[src/inc/cmp_ctrl_defs.svh]
// Constants for the comparator output control block
`ifndef CMP_CTRL_DEFS_SVH
`define CMP_CTRL_DEFS_SVH
// Clock period in ps (200 MHz)
`define CLK_PERIOD_PS      5000
// Filter hold time, ns as printed
`define FILTER_HOLD_NS     20
// Filter hold in cycles, rounded down, at least one
`define FILTER_HOLD_CYC    ((`FILTER_HOLD_NS * 1000) / `CLK_PERIOD_PS)
`define FILTER_CNT_W       3
// Positive channel codes
`define PCH_PIN0           3'h0
`define PCH_PIN1           3'h1
`define PCH_DAC            3'h5
`define PCH_FVR            3'h6
`define PCH_AGND           3'h7
// Negative channel codes
`define NCH_PIN_MAX        3'h4
`define NCH_AGND           3'h7
// Reset value and negative pin count
`define SPEED_RESET        1'b1
`define NEG_PIN_COUNT      5
`endif

[src/inc/cmp_ctrl_pkg.sv]
// Types for the comparator output control block
package cmp_ctrl_pkg;
  // Control register zero bits
  typedef struct packed {
    logic enable;
    logic out_enable;
    logic polarity;
    logic filter;
    logic speed;
    logic hysteresis;
    logic sync;
  } cmp_control0_t;
  // Control register one bits
  typedef struct packed {
    logic       rise_irq_enable;
    logic       fall_irq_enable;
    logic [2:0] pos_channel_select;
    logic [2:0] neg_channel_select;
  } cmp_control1_t;
  // Analog mux select outputs
  typedef struct packed {
    logic       pin0;
    logic       pin1;
    logic       dac;
    logic       fvr;
    logic       agnd;
  } pos_route_t;
  typedef struct packed {
    logic [4:0] pins;
    logic       amp;
    logic       agnd;
  } neg_route_t;
endpackage

[src/verilog/cmp_glitch_filter.sv]
// Anti-oscillation hold filter on the comparator result
`timescale 1ns/100ps
`include "cmp_ctrl_defs.svh"
module cmp_glitch_filter (
  input  wire logic i_sys_clk,
  input  wire logic i_rst_n,
  input  wire logic i_enable,
  input  wire logic i_raw,
  output logic      o_filt
);
  // ==========================================
  // Hold counter
  localparam logic [`FILTER_CNT_W-1:0] HOLD =
    (`FILTER_HOLD_CYC < 1) ? `FILTER_CNT_W'(1) : `FILTER_CNT_W'(`FILTER_HOLD_CYC);
  logic [`FILTER_CNT_W-1:0] hold_reg;    // Cycles left blocking reversal
  logic                     out_reg;     // Filtered value
  wire                      blocked = (hold_reg != '0);
  wire                      change  = (i_raw != out_reg);
  // Filtered output register
  always_ff @(posedge i_sys_clk or negedge i_rst_n) begin
    if (!i_rst_n) begin
      out_reg  <= 1'b0;
      hold_reg <= '0;
    end else if (!i_enable) begin
      // Bypass: follow the raw value
      out_reg  <= i_raw;
      hold_reg <= '0;
    end else if (change && !blocked) begin
      // Accept change, then block reversal
      out_reg  <= i_raw;
      hold_reg <= HOLD;
    end else if (blocked) begin
      hold_reg <= hold_reg - `FILTER_CNT_W'(1);
    end
  end
  assign o_filt = i_enable ? out_reg : i_raw;
  // ==========================================
  // Checks
  a_hold_blocks: assert property (@(posedge i_sys_clk) disable iff (!i_rst_n)
    (i_enable && $past(i_enable) && blocked && $past(blocked)) |-> $stable(out_reg))
    else $error("Filter reversed during hold");
endmodule

[src/verilog/comparator_output_control.sv]
// Comparator digital control, output routing and edge flag logic
`timescale 1ns/100ps
`include "cmp_ctrl_defs.svh"
// Behaviour
// - Result readable as status and mirror bit
// - Pin driven with output enable, direction, enable
// - Output enable overrides port latch, regardless enable
// - Internal result registered each cycle
// - Polarity invert swaps result sense
// - Speed select resets to one
// - Hysteresis bit switches hysteresis
// - Result offered as timer gate source
// - Sync captures on timer clock falling edge
// - Timer counts on opposite, rising edge
// - Enabled edge detectors set interrupt flag
// - Flag cleared by software; set wins
// - Polarity or enable toggles can flag
// - Positive field routes pin, DAC, reference, ground
// - Disabled comparator disconnects all inputs
// - Negative field routes pin or ground
// - Shared pin with amplifier routes amplifier
// - Filter blocks reversal for 20 ns
// - Analog pins read as zero
// - Disabled comparator result forced to the polarity bit
// - Positive channel code decoding
// - Negative channel code decoding
// - Filter enable applies or bypasses filter
module comparator_output_control (
  input  wire logic                        i_sys_clk,
  input  wire logic                        i_rst_n,
  input  wire cmp_ctrl_pkg::cmp_control0_t i_control0,
  input  wire cmp_ctrl_pkg::cmp_control1_t i_control1,
  input  wire logic                        i_irq_clear,
  input  wire logic                        i_analog_core_out,
  input  wire logic                        i_timer_clk,
  input  wire logic                        i_pin_direction_bit,
  input  wire logic                        i_port_latch,
  input  wire logic                        i_pin_in,
  input  wire logic                        i_analog_select,
  input  wire logic [4:0]                  i_amp_shared_en,
  output logic                             o_cmp_result_status,
  output logic                             o_mirror_result_bit,
  output logic                             o_pin_out,
  output logic                             o_pin_oe,
  output logic                             o_port_read,
  output logic                             o_timer_gate,
  output logic                             o_cmp_irq_flag,
  output logic                             o_core_enable,
  output logic                             o_speed_power_select,
  output logic                             o_hysteresis_enable,
  output cmp_ctrl_pkg::pos_route_t         o_pos_route,
  output cmp_ctrl_pkg::neg_route_t         o_neg_route
);
  // ==========================================
  // Input synchronisers
  logic [1:0] core_sync_reg;   // Analog result sync chain
  logic [1:0] tclk_sync_reg;   // Timer clock sync chain
  logic       tclk_prev_reg;   // Previous synced timer clock
  logic [1:0] pin_sync_reg;    // Pin input sync chain
  // Two flops per asynchronous input
  always_ff @(posedge i_sys_clk or negedge i_rst_n) begin
    if (!i_rst_n) begin
      core_sync_reg <= 2'h0;
      tclk_sync_reg <= 2'h0;
      pin_sync_reg  <= 2'h0;
      tclk_prev_reg <= 1'b0;
    end else begin
      core_sync_reg <= {core_sync_reg[0], i_analog_core_out};
      tclk_sync_reg <= {tclk_sync_reg[0], i_timer_clk};
      pin_sync_reg  <= {pin_sync_reg[0], i_pin_in};
      tclk_prev_reg <= tclk_sync_reg[1];
    end
  end
  // ==========================================
  // Result path
  wire en        = i_control0.enable;
  wire core_val  = core_sync_reg[1];
  // Disabled forces zero; polarity applied after
  wire gated     = en & core_val;
  wire polarized = gated ^ i_control0.polarity;
  wire filt;
  // Filter stage
  cmp_glitch_filter u_filter (
    .i_sys_clk (i_sys_clk),
    .i_rst_n   (i_rst_n),
    .i_enable  (i_control0.filter),
    .i_raw     (polarized),
    .o_filt    (filt)
  );
  logic result_reg;   // Result latched each cycle
  logic prev_reg;     // Previous result for edge detection
  logic sync_reg;     // Timer synchronised result
  logic flag_reg;     // Sticky interrupt flag
  wire  tclk_fall = tclk_prev_reg & ~tclk_sync_reg[1];
  // Internal result registered once per cycle
  always_ff @(posedge i_sys_clk or negedge i_rst_n) begin
    if (!i_rst_n) begin
      result_reg <= 1'b0;
      prev_reg   <= 1'b0;
    end else begin
      result_reg <= filt;
      prev_reg   <= result_reg;
    end
  end
  // Capture on falling timer clock edge; timer counts on rising
  always_ff @(posedge i_sys_clk or negedge i_rst_n) begin
    if (!i_rst_n) begin
      sync_reg <= 1'b0;
    end else if (tclk_fall) begin
      sync_reg <= result_reg;
    end
  end
  // ==========================================
  // Edge detection and flag
  wire rise      = result_reg & ~prev_reg;
  wire fall      = ~result_reg & prev_reg;
  wire edge_hit  = (rise & i_control1.rise_irq_enable)
                 | (fall & i_control1.fall_irq_enable);
  wire flag_next = edge_hit | (flag_reg & ~i_irq_clear);
  // Set wins over a same-cycle clear
  always_ff @(posedge i_sys_clk or negedge i_rst_n) begin
    if (!i_rst_n) begin
      flag_reg <= 1'b0;
    end else begin
      flag_reg <= flag_next;
    end
  end
  // ==========================================
  // Output and mux decode
  wire ext_val   = i_control0.sync ? sync_reg : result_reg;
  // Override applies with output enable alone; result only shown while enabled
  wire pin_res   = ext_val & en;
  wire pin_val   = i_control0.out_enable ? pin_res : i_port_latch;
  wire pin_drive = ~i_pin_direction_bit;
  wire pin_rd    = i_analog_select ? 1'b0 : pin_sync_reg[1];
  wire [2:0] pch = i_control1.pos_channel_select;
  wire [2:0] nch = i_control1.neg_channel_select;
  cmp_ctrl_pkg::pos_route_t pos_next;
  cmp_ctrl_pkg::neg_route_t neg_next;
  // Positive route, all off when disabled
  assign pos_next.pin0 = en & (pch == `PCH_PIN0);
  assign pos_next.pin1 = en & (pch == `PCH_PIN1);
  assign pos_next.dac  = en & (pch == `PCH_DAC);
  assign pos_next.fvr  = en & (pch == `PCH_FVR);
  assign pos_next.agnd = en & (pch == `PCH_AGND);
  // Negative route per pin; shared pin gives amplifier
  genvar gi;
  logic [4:0] amp_hit;
  generate
    for (gi = 0; gi < `NEG_PIN_COUNT; gi++) begin : g_neg
      wire sel = en & (nch == 3'(gi));
      assign neg_next.pins[gi] = sel & ~i_amp_shared_en[gi];
      assign amp_hit[gi]       = sel & i_amp_shared_en[gi];
    end
  endgenerate
  assign neg_next.amp  = |amp_hit;
  assign neg_next.agnd = en & (nch == `NCH_AGND);
  // Output registers
  always_ff @(posedge i_sys_clk or negedge i_rst_n) begin
    if (!i_rst_n) begin
      o_cmp_result_status  <= 1'b0;
      o_mirror_result_bit  <= 1'b0;
      o_pin_out            <= 1'b0;
      o_pin_oe             <= 1'b0;
      o_port_read          <= 1'b0;
      o_timer_gate         <= 1'b0;
      o_cmp_irq_flag       <= 1'b0;
      o_core_enable        <= 1'b0;
      o_speed_power_select <= `SPEED_RESET;
      o_hysteresis_enable  <= 1'b0;
      o_pos_route          <= '0;
      o_neg_route          <= '0;
    end else begin
      o_cmp_result_status  <= result_reg;
      o_mirror_result_bit  <= result_reg;
      o_pin_out            <= pin_val;
      o_pin_oe             <= pin_drive;
      o_port_read          <= pin_rd;
      o_timer_gate         <= ext_val;
      o_cmp_irq_flag       <= flag_next;
      o_core_enable        <= en;
      o_speed_power_select <= i_control0.speed;
      o_hysteresis_enable  <= i_control0.hysteresis;
      o_pos_route          <= pos_next;
      o_neg_route          <= neg_next;
    end
  end
  // ==========================================
  // Checks
  a_disabled_zero: assert property (@(posedge i_sys_clk) disable iff (!i_rst_n)
    (!en && !i_control0.polarity && !i_control0.filter) [*3] |=> !result_reg)
    else $error("Result not zero while disabled");
  a_flag_set_wins: assert property (@(posedge i_sys_clk) disable iff (!i_rst_n)
    edge_hit |=> flag_reg)
    else $error("Edge lost on flag");
  a_flag_sticky: assert property (@(posedge i_sys_clk) disable iff (!i_rst_n)
    (flag_reg && !i_irq_clear) |=> flag_reg)
    else $error("Flag dropped without clear");
  a_rise_flag: assert property (@(posedge i_sys_clk) disable iff (!i_rst_n)
    ($rose(result_reg) && i_control1.rise_irq_enable) |=> o_cmp_irq_flag)
    else $error("Rising edge did not flag");
  a_no_route_off: assert property (@(posedge i_sys_clk) disable iff (!i_rst_n)
    !en |=> (o_pos_route == '0) && (o_neg_route == '0))
    else $error("Inputs routed while disabled");
  a_analog_read: assert property (@(posedge i_sys_clk) disable iff (!i_rst_n)
    i_analog_select |=> !o_port_read)
    else $error("Analog pin read nonzero");
  a_status_mirror: assert property (@(posedge i_sys_clk) disable iff (!i_rst_n)
    o_cmp_result_status == o_mirror_result_bit)
    else $error("Mirror differs from status");
  a_sync_hold: assert property (@(posedge i_sys_clk) disable iff (!i_rst_n)
    !tclk_fall |=> $stable(sync_reg))
    else $error("Sync result moved off falling edge");

  // ==========================================
  // Checks on outputs and routing

  // Pin shows zero while disabled under override
  a_pin_masked: assert property (@(posedge i_sys_clk) disable iff (!i_rst_n)
    (i_control0.out_enable && !en) |=> !o_pin_out)
    else $error("Pin shows result while disabled");

  // Pin driver follows the direction bit
  a_oe_dir: assert property (@(posedge i_sys_clk) disable iff (!i_rst_n)
    1'b1 |=> (o_pin_oe == !$past(i_pin_direction_bit)))
    else $error("Pin driver does not follow direction");

  // Without override the port latch reaches the pin
  a_latch_pass: assert property (@(posedge i_sys_clk) disable iff (!i_rst_n)
    !i_control0.out_enable |=> (o_pin_out == $past(i_port_latch)))
    else $error("Port latch not on pin");

  // Status follows the registered result
  a_status_reg: assert property (@(posedge i_sys_clk) disable iff (!i_rst_n)
    1'b1 |=> (o_cmp_result_status == $past(result_reg)))
    else $error("Status not from registered result");

  // Speed select copied to the core
  a_speed_copy: assert property (@(posedge i_sys_clk) disable iff (!i_rst_n)
    1'b1 |=> (o_speed_power_select == $past(i_control0.speed)))
    else $error("Speed select not passed on");

  // Hysteresis select copied to the core
  a_hyst_copy: assert property (@(posedge i_sys_clk) disable iff (!i_rst_n)
    1'b1 |=> (o_hysteresis_enable == $past(i_control0.hysteresis)))
    else $error("Hysteresis select not passed on");

  // Unsynchronised gate follows the result
  a_gate_async: assert property (@(posedge i_sys_clk) disable iff (!i_rst_n)
    !i_control0.sync |=> (o_timer_gate == $past(result_reg)))
    else $error("Timer gate not the result");

  // Falling timer clock captures the result
  a_sync_capture: assert property (@(posedge i_sys_clk) disable iff (!i_rst_n)
    tclk_fall |=> (sync_reg == $past(result_reg)))
    else $error("Sync result not captured");

  // Falling result edge sets the flag when enabled
  a_fall_flag: assert property (@(posedge i_sys_clk) disable iff (!i_rst_n)
    ($fell(result_reg) && i_control1.fall_irq_enable) |=> o_cmp_irq_flag)
    else $error("Falling edge did not flag");

  // Disabled result equals the polarity bit
  a_disabled_pol: assert property (@(posedge i_sys_clk) disable iff (!i_rst_n)
    (!en && !i_control0.filter) |=> (result_reg == $past(i_control0.polarity)))
    else $error("Disabled result ignores polarity");

  // Shared pin with amplifier selects amplifier
  a_amp_route: assert property (@(posedge i_sys_clk) disable iff (!i_rst_n)
    (en && (nch < 3'h5) && i_amp_shared_en[nch]) |=> o_neg_route.amp)
    else $error("Amplifier not routed");

  // Digital pin reads the synchronised level
  a_port_digital: assert property (@(posedge i_sys_clk) disable iff (!i_rst_n)
    !i_analog_select |=> (o_port_read == $past(pin_sync_reg[1])))
    else $error("Digital pin read wrong");

  // At most one positive source connected
  a_pos_onehot: assert property (@(posedge i_sys_clk) disable iff (!i_rst_n)
    $onehot0(o_pos_route))
    else $error("Several positive sources routed");

  // DAC code selects the DAC
  a_route_dac: assert property (@(posedge i_sys_clk) disable iff (!i_rst_n)
    (en && (pch == `PCH_DAC)) |=> o_pos_route.dac)
    else $error("DAC not routed");

  // At most one negative source connected
  a_neg_onehot: assert property (@(posedge i_sys_clk) disable iff (!i_rst_n)
    $onehot0(o_neg_route))
    else $error("Several negative sources routed");

  // Ground code selects analog ground
  a_route_agnd: assert property (@(posedge i_sys_clk) disable iff (!i_rst_n)
    (en && (nch == `NCH_AGND)) |=> o_neg_route.agnd)
    else $error("Ground not routed");

  // Scenario covers
  c_sync_cap: cover property (@(posedge i_sys_clk) disable iff (!i_rst_n)
    tclk_fall && i_control0.sync);
  c_rise: cover property (@(posedge i_sys_clk) disable iff (!i_rst_n) rise && flag_next);
  c_fall: cover property (@(posedge i_sys_clk) disable iff (!i_rst_n) fall && flag_next);
  c_clear_race: cover property (@(posedge i_sys_clk) disable iff (!i_rst_n)
    edge_hit && i_irq_clear && flag_reg);
endmodule
[config.mk]
export PLATFORM = sky130hd
export DESIGN_NAME = comparator_output_control
export DESIGN_NICKNAME = d
export VERILOG_FILES = /design/src/inc/cmp_ctrl_pkg.sv /design/src/verilog/cmp_glitch_filter.sv /design/src/verilog/comparator_output_control.sv
export VERILOG_INCLUDE_DIRS = /design/src /design/src/inc
export SDC_FILE = /design/constraint.sdc
export NUM_CORES = 1
export LEC_CHECK = 0
export ABC_AREA = 0
export BUFFER_PORTS_ARGS = -buffer_cell sky130_fd_sc_hd__buf_2
export CAP_MARGIN = 20
export CORE_UTILIZATION = 42
export DETAILED_ROUTE_END_ITERATION = 6
export PLACE_DENSITY = 0.74
export SLEW_MARGIN = 20
export SYNTH_ARGS = -nofsm -noshare
export SYNTH_HDL_FRONTEND = slang
export SYNTH_SLANG_ARGS = --single-unit
[constraint.sdc]
create_clock -name i_sys_clk -period 1.45 [get_ports i_sys_clk]
set_input_delay 0.0725 -clock i_sys_clk [delete_from_list [all_inputs] [get_ports i_sys_clk]]
set_output_delay 0.0725 -clock i_sys_clk [all_outputs]
set_load 0.02 [all_outputs]
==> results of run 1 <==
[critical path, delay by kind of cell (launching register included)]
family	cells	cell delay (ns)
multiplexers	1	0.33
flip-flops	1	0.40
buffers and inverters	1	0.09
adder cells (fa/ha/maj)	1	0.21
AND/OR/NAND/NOR	2	0.25
[Yosys cell counts, types with 2 or more instances]
cell / instances
nor2_1: 3
mux2_2: 4
nand2_1: 6
o21ai_0: 2
dfrtp_1: 33
nor3_1: 6
mux2i_1: 2
nor4_1: 2
nand2b_1: 4
nand3b_1: 2
ha_1: 2
buf_2: 2
inv_1: 6
nor3b_1: 4
[layout make-up]
cell class | count | area share [%]
flip-flops and latches | 34 | 44.8
repair buffers | 79 | 28.2
multi-input cells | 52 | 20.5
clock buffers | 6 | 2.70
well taps | 31 | 2.04
inverters | 6 | 1.18
clock inverters | 2 | 0.658
[through the flow]
step | total power [mW] | cell area [µm²] | setup WS (ns) | cells
floorplan | 1.53 | 1270 | 0.102 | 95
global placement | 1.66 | 1550 | 0.0705 | 173
detailed placement | 1.72 | 1550 | -0.0597 | 173
CTS | 2.39 | 1890 | 0.0351 | 209
global route | 2.55 | 1900 | 0.0195 | 210
finish | 2.40 | 1900 | 0.0616 | 210
[power groups by stage]
stage / logic (mW) / registers, mW / clock network [mW]
CTS: 0.683 / 1.14 / 0.569
detailed placement: 0.566 / 1.15 / 0
finish: 0.714 / 1.14 / 0.550
global route: 0.778 / 1.15 / 0.622
global placement: 0.515 / 1.14 / 0
floorplan: 0.329 / 1.20 / 0
[metal layers]
metal / vias up / wire length [µm] / part of all wire (%)
met1: 462 / 1020 / 37
met3: 10 / 228 / 8.2
li1: 494 / - / -
met2: 45 / 1450 / 52
met4: 0 / 80 / 2.9
met5: - / 0 / 0
[worst paths after layout]
path	slack [ns]	cells after the start	end
worst min-delay path	0.04	3	o_neg_route[0]$_DFF_PN0_
min in group asynchronous	0.33	2	o_pin_oe$_DFF_PN0_
worst max-delay path	0.06	5	u_filter.out_reg$_DFFE_PN0P_
max in group asynchronous	0.65	2	o_cmp_irq_flag$_DFF_PN0_
worst min register to register	0.36	0	pin_sync_reg[1]$_DFF_PN0_
worst max register to register	0.06	5	u_filter.out_reg$_DFFE_PN0P_
[kinds of logic (layout without fill, tap and decap cells)]
group | count (synthesis) | after routing | share of synthesized area, %
AND/OR/NAND/NOR | 35 | 35 | 16.1
adder cells (fa/ha/maj) | 2 | 2 | 1.96
AO/OA/AOI/OAI | 7 | 7 | 4.22
buffers and inverters | 9 | 93 | 3.14
XOR/XNOR | 2 | 2 | 2.55
multiplexers | 6 | 6 | 5.11
flip-flops | 34 | 34 | 66.9
[what timing repair did]
action | CTS | global route
gates resized for setup | 2 | 1
buffers inserted | 1 | 1
hold endpoints to repair | 54 | 0
pin swaps | 0 | 0
setup endpoints to repair | 1 | 2
hold buffers | 27 | 0
==> flow_summary.ini, run 1 <==
[routing]
wl_mm = 2.79
wl_per_cell_um = 13.3
drt-initial-drc-count = 32
viasPerCell = 4.81
postRouteAntennaNets = 0
vias = 1011
drc_errors = 10
drtPass1Iterations = 6

[yosys]
yosysWarnings = 0
synth.distinct_cells = 31
synth_area_mm2 = 0.00127
synth_ff_type = dfrtp_1
synthCells = 95
yosysTopAreaCellShare_pct = 64.8
ys_async_sr_fraction_pct = 100
ys_seq_area_share_pct = 66.9
synth_top_area_cell = dfrtp_1
syn_avg_cell_area_um2 = 13.4
synth_edf_count = 0
synthesis.nets = 126
ys_seq_elements = 34
synth.area.top_cells = dfrtp_1 (65%), mux2_2 (3.5%), nor3_1 (2.4%)

[job]
drv_cap = 0

[sta]
min_period_over_period_pct = 95.8
max_freq_ghz = 0.720
skew_ns = 0.0102
tightestPinTransition_ns = 0.721
rsz0062_at_grt = false
slew_violations = 0
holdWs_ns = 0.0379
setup_viol = 0
hold_viol = 0
period_needed_ns = 1.39
relSlewSlack_pct = 51.9
totalNegativeSetupSlack_ns = 0

[power_and_ir_drop]
p_sw_mw = 0.720
p_seq_share_pct = 47.3
comb_power_share_pct = 29.8
cellPowerDensity_mw_per_mm2 = 1260
power.leakage_nw = 0.992
swShare_pct = 30.0
p_int_mw = 1.68
power_frac_clock_pct = 22.9
ir_drop_v = 0.000787

[grt]
grt_max_degree = 35
grt_use_total_pct = 19.7
grt_use_met2_pct = 35.8
overflow = 0
antenna_found_initial = 0
grt_pass1_wl_mm = 4.58
use_met1_pct = 18.2
use_met3_pct = 8.84
grt_pass1_vias = 1084
busiest_layer = met2

[final_layout]
multi_input_area_um2 = 389
fill_cells = 211
area_growth_pct = 49.3
fin_util_pct = 67.8
drive_gt1_share_pct = 39.7
num_antenna_cells = 0
seq_area_um2 = 852
final_common_cell = buf_2
largest_reg_flops = 7
layout_common_cells = buf_2 (50), dfrtp_1 (33), dlygate4sd3_1 (27)
nets = 209

[min_path]
holdCritStartpoint = i_control1[0]
holdCritPathClass = input port to flop

[placement]
io_buffers = 50
place_hpwl_mm = 1.68
gp_congestion = 0.699

[floorplanning]
core-area_mm2 = 0.00281
num_rows = 19
initial_core_util_pct = 45.4
io_pins = 51
fp.dieH_um = 57.1
die_area_mm2 = 0.00326
die_w_um = 57.1

[cts]
cts_max_path_buffers = 2
tritoncts = done
clk_latency_ns = 0.34
htreeDepth = 2
clk_pin_slew_ns = 0.10
clockRootBuffer = clkbuf_4
cts_sinks = 34
numCtsBuffers = 5

[critical_path]
critPathMaxFanout = 3
end_kind = flop
crit_start = u_filter.hold_reg[1]$_DFFE_PN0P_
cpMaxStageDelayCell = dfrtp_1
critPathKind = flop to flop
cp.required_ns = 1.67
critPathLaunchType = flop
r2r-start = u_filter.hold_reg[1]$_DFFE_PN0P_
cp_cell_sequence = inv_1 > ha_2 > nor2b_4 > nand2b_1 > mux2_2
worst_ep_arrival_time_ns = 1.61
slowest_delay_ns = 0.40

[outcome]
status = finished, violations left
violations = design-rule violations
(Power assumes the default switching activity.)
==> inputs of run 2 (changes only) <==
Settings changed: CORE_MARGIN set to 8.
==> run 2 against run 1 <==
The run now ends clean. Combinational power increased by 3%. Final cell count unchanged. Register-to-register slack improved by 0.02 ns. Design area down 0.79%. Global-route usage decreased by 6.1 points. Worst setup slack better by 0.020 ns. Critical path depth stayed put. Clock skew shrank 0.0031 ns. First-iteration DRC count fell by 34%. Non-clock buffer count fell by 3. Worst hold slack worse by 0.025 ns.
==> flow_summary.ini, run 2 (same netlist as run 1, synthesis figures left out) <==
[outcome]
status = completed

[cts]
clk_latency_ns = 0.34
clk_pin_slew_ns = 0.10
cts_max_path_buffers = 2
numCtsBuffers = 5
clockRootBuffer = clkbuf_4
htreeDepth = 2
tritoncts = done
cts_sinks = 34

[sta]
tightestPinTransition_ns = 0.730
period_needed_ns = 1.37
skew_ns = 0.00715
hold_viol = 0
min_period_over_period_pct = 94.4
relSlewSlack_pct = 51.3
holdWs_ns = 0.0126
setup_viol = 0
worst_slack_ns = 0.0819
slew_violations = 0
totalNegativeSetupSlack_ns = 0
max_freq_ghz = 0.731

[power_and_ir_drop]
ir_drop_v = 0.000920
cellPowerDensity_mw_per_mm2 = 1280
power_mw = 2.42
power.leakage_nw = 0.975

[floorplanning]
core-area_mm2 = 0.00298
io_pins = 51
die_area_mm2 = 0.00505
fp.dieH_um = 71.1
num_rows = 20
initial_core_util_pct = 42.8
die_w_um = 71.1

[routing]
vias = 1009
wl_per_cell_um = 14.8
viasPerCell = 4.80
postRouteAntennaNets = 0
wl_mm = 3.11
drc_errors = 0
drtPass1Iterations = 4
drt-initial-drc-count = 21

[final_layout]
layout_common_cells = buf_2 (50), dfrtp_1 (33), dlygate4sd3_1 (24)
drive_gt1_share_pct = 40.3
fin_cells = 210
fill_cells = 230
largest_reg_flops = 7
final_common_cell = buf_2
fin_area_mm2 = 0.00189
nets = 206
area_growth_pct = 48.1
fin_util_pct = 63.4

[placement]
placed_area_mm2 = 0.00155
dpl.cell_count = 175
io_buffers = 50
gp_congestion = 0.734
place_hpwl_mm = 2.12
dp_slack_ns = -0.0458

[critical_path]
worst_ep_arrival_time_ns = 1.60
critPathLaunchType = flop
cp.required_ns = 1.68
end_kind = flop
critPathKind = flop to flop
critPathMaxFanout = 4

[grt]
grt_pass1_vias = 1171
antenna_found_initial = 1
overflow = 0
grt_use_total_pct = 13.6
grt_pass1_wl_mm = 5.21
grt_max_degree = 35

[min_path]
holdCritPathClass = input port to flop

[job]
drv_cap = 0
==> run 2: cell count changes in the layout (fill, tap and decap cells not counted), sizes merged <==
cell	change
diode	+1
dlygate4sd3	-3
==> run 2: report_power, final <==
group | total (mW) | switching, mW | internal [mW]
registers | 1.13 | 0.0686 | 1.07
logic | 0.733 | 0.337 | 0.396
clock network | 0.551 | 0.318 | 0.233
==> run 2: timing repair <==
item,CTS,global route
gates resized for setup,1,3
buffers inserted,1,1
gates cloned,0,0
hold buffers,25,0
hold endpoints to repair,54,0
setup endpoints to repair,1,2
==> run 2: area by class of cell <==
cell class,instances,area [µm²],area share [%]
Sequential cell,34,852,45.2
Timing Repair Buffer,76,505,26.8
Multi-Input combinational cell,52,399,21.2
Clock buffer,6,51.3,2.72
Tap cell,33,41.3,2.19
Inverter,6,22.5,1.19
Clock inverter,2,12.5,0.663
Antenna cell,1,2.50,0.133
==> run 2: critical path: stages (launching register included) <==
cell and delay [ns]:
dfrtp_1 0.39, inv_1 0.12, ha_4 0.16, nor2b_4 0.16, nand2b_1 0.12, mux2_2 0.33
==> run 2: routing by layer <==
metal,global-route usage (%),wire length [µm]
met5,0,0
met2,24.0,1680
met1,11.7,1080
met4,11.8,123
met3,5.08,223
==> run 2: worst paths after layout <==
check | slack, ns | from | cells after the start | to
setup reg to reg | 0.08 | u_filter.hold_reg[0]$_DFFE_PN0P_ | 5 | u_filter.out_reg$_DFFE_PN0P_
hold reg to reg | 0.36 | pin_sync_reg[0]$_DFF_PN0_ | 0 | pin_sync_reg[1]$_DFF_PN0_
min in group asynchronous | 0.32 | i_rst_n | 2 | o_pin_oe$_DFF_PN0_
setup / recovery | 0.08 | u_filter.hold_reg[0]$_DFFE_PN0P_ | 5 | u_filter.out_reg$_DFFE_PN0P_
hold / removal | 0.01 | i_control1[2] | 2 | o_neg_route[4]$_DFF_PN0_
max in group asynchronous | 0.67 | i_rst_n | 2 | o_neg_route[4]$_DFF_PN0_
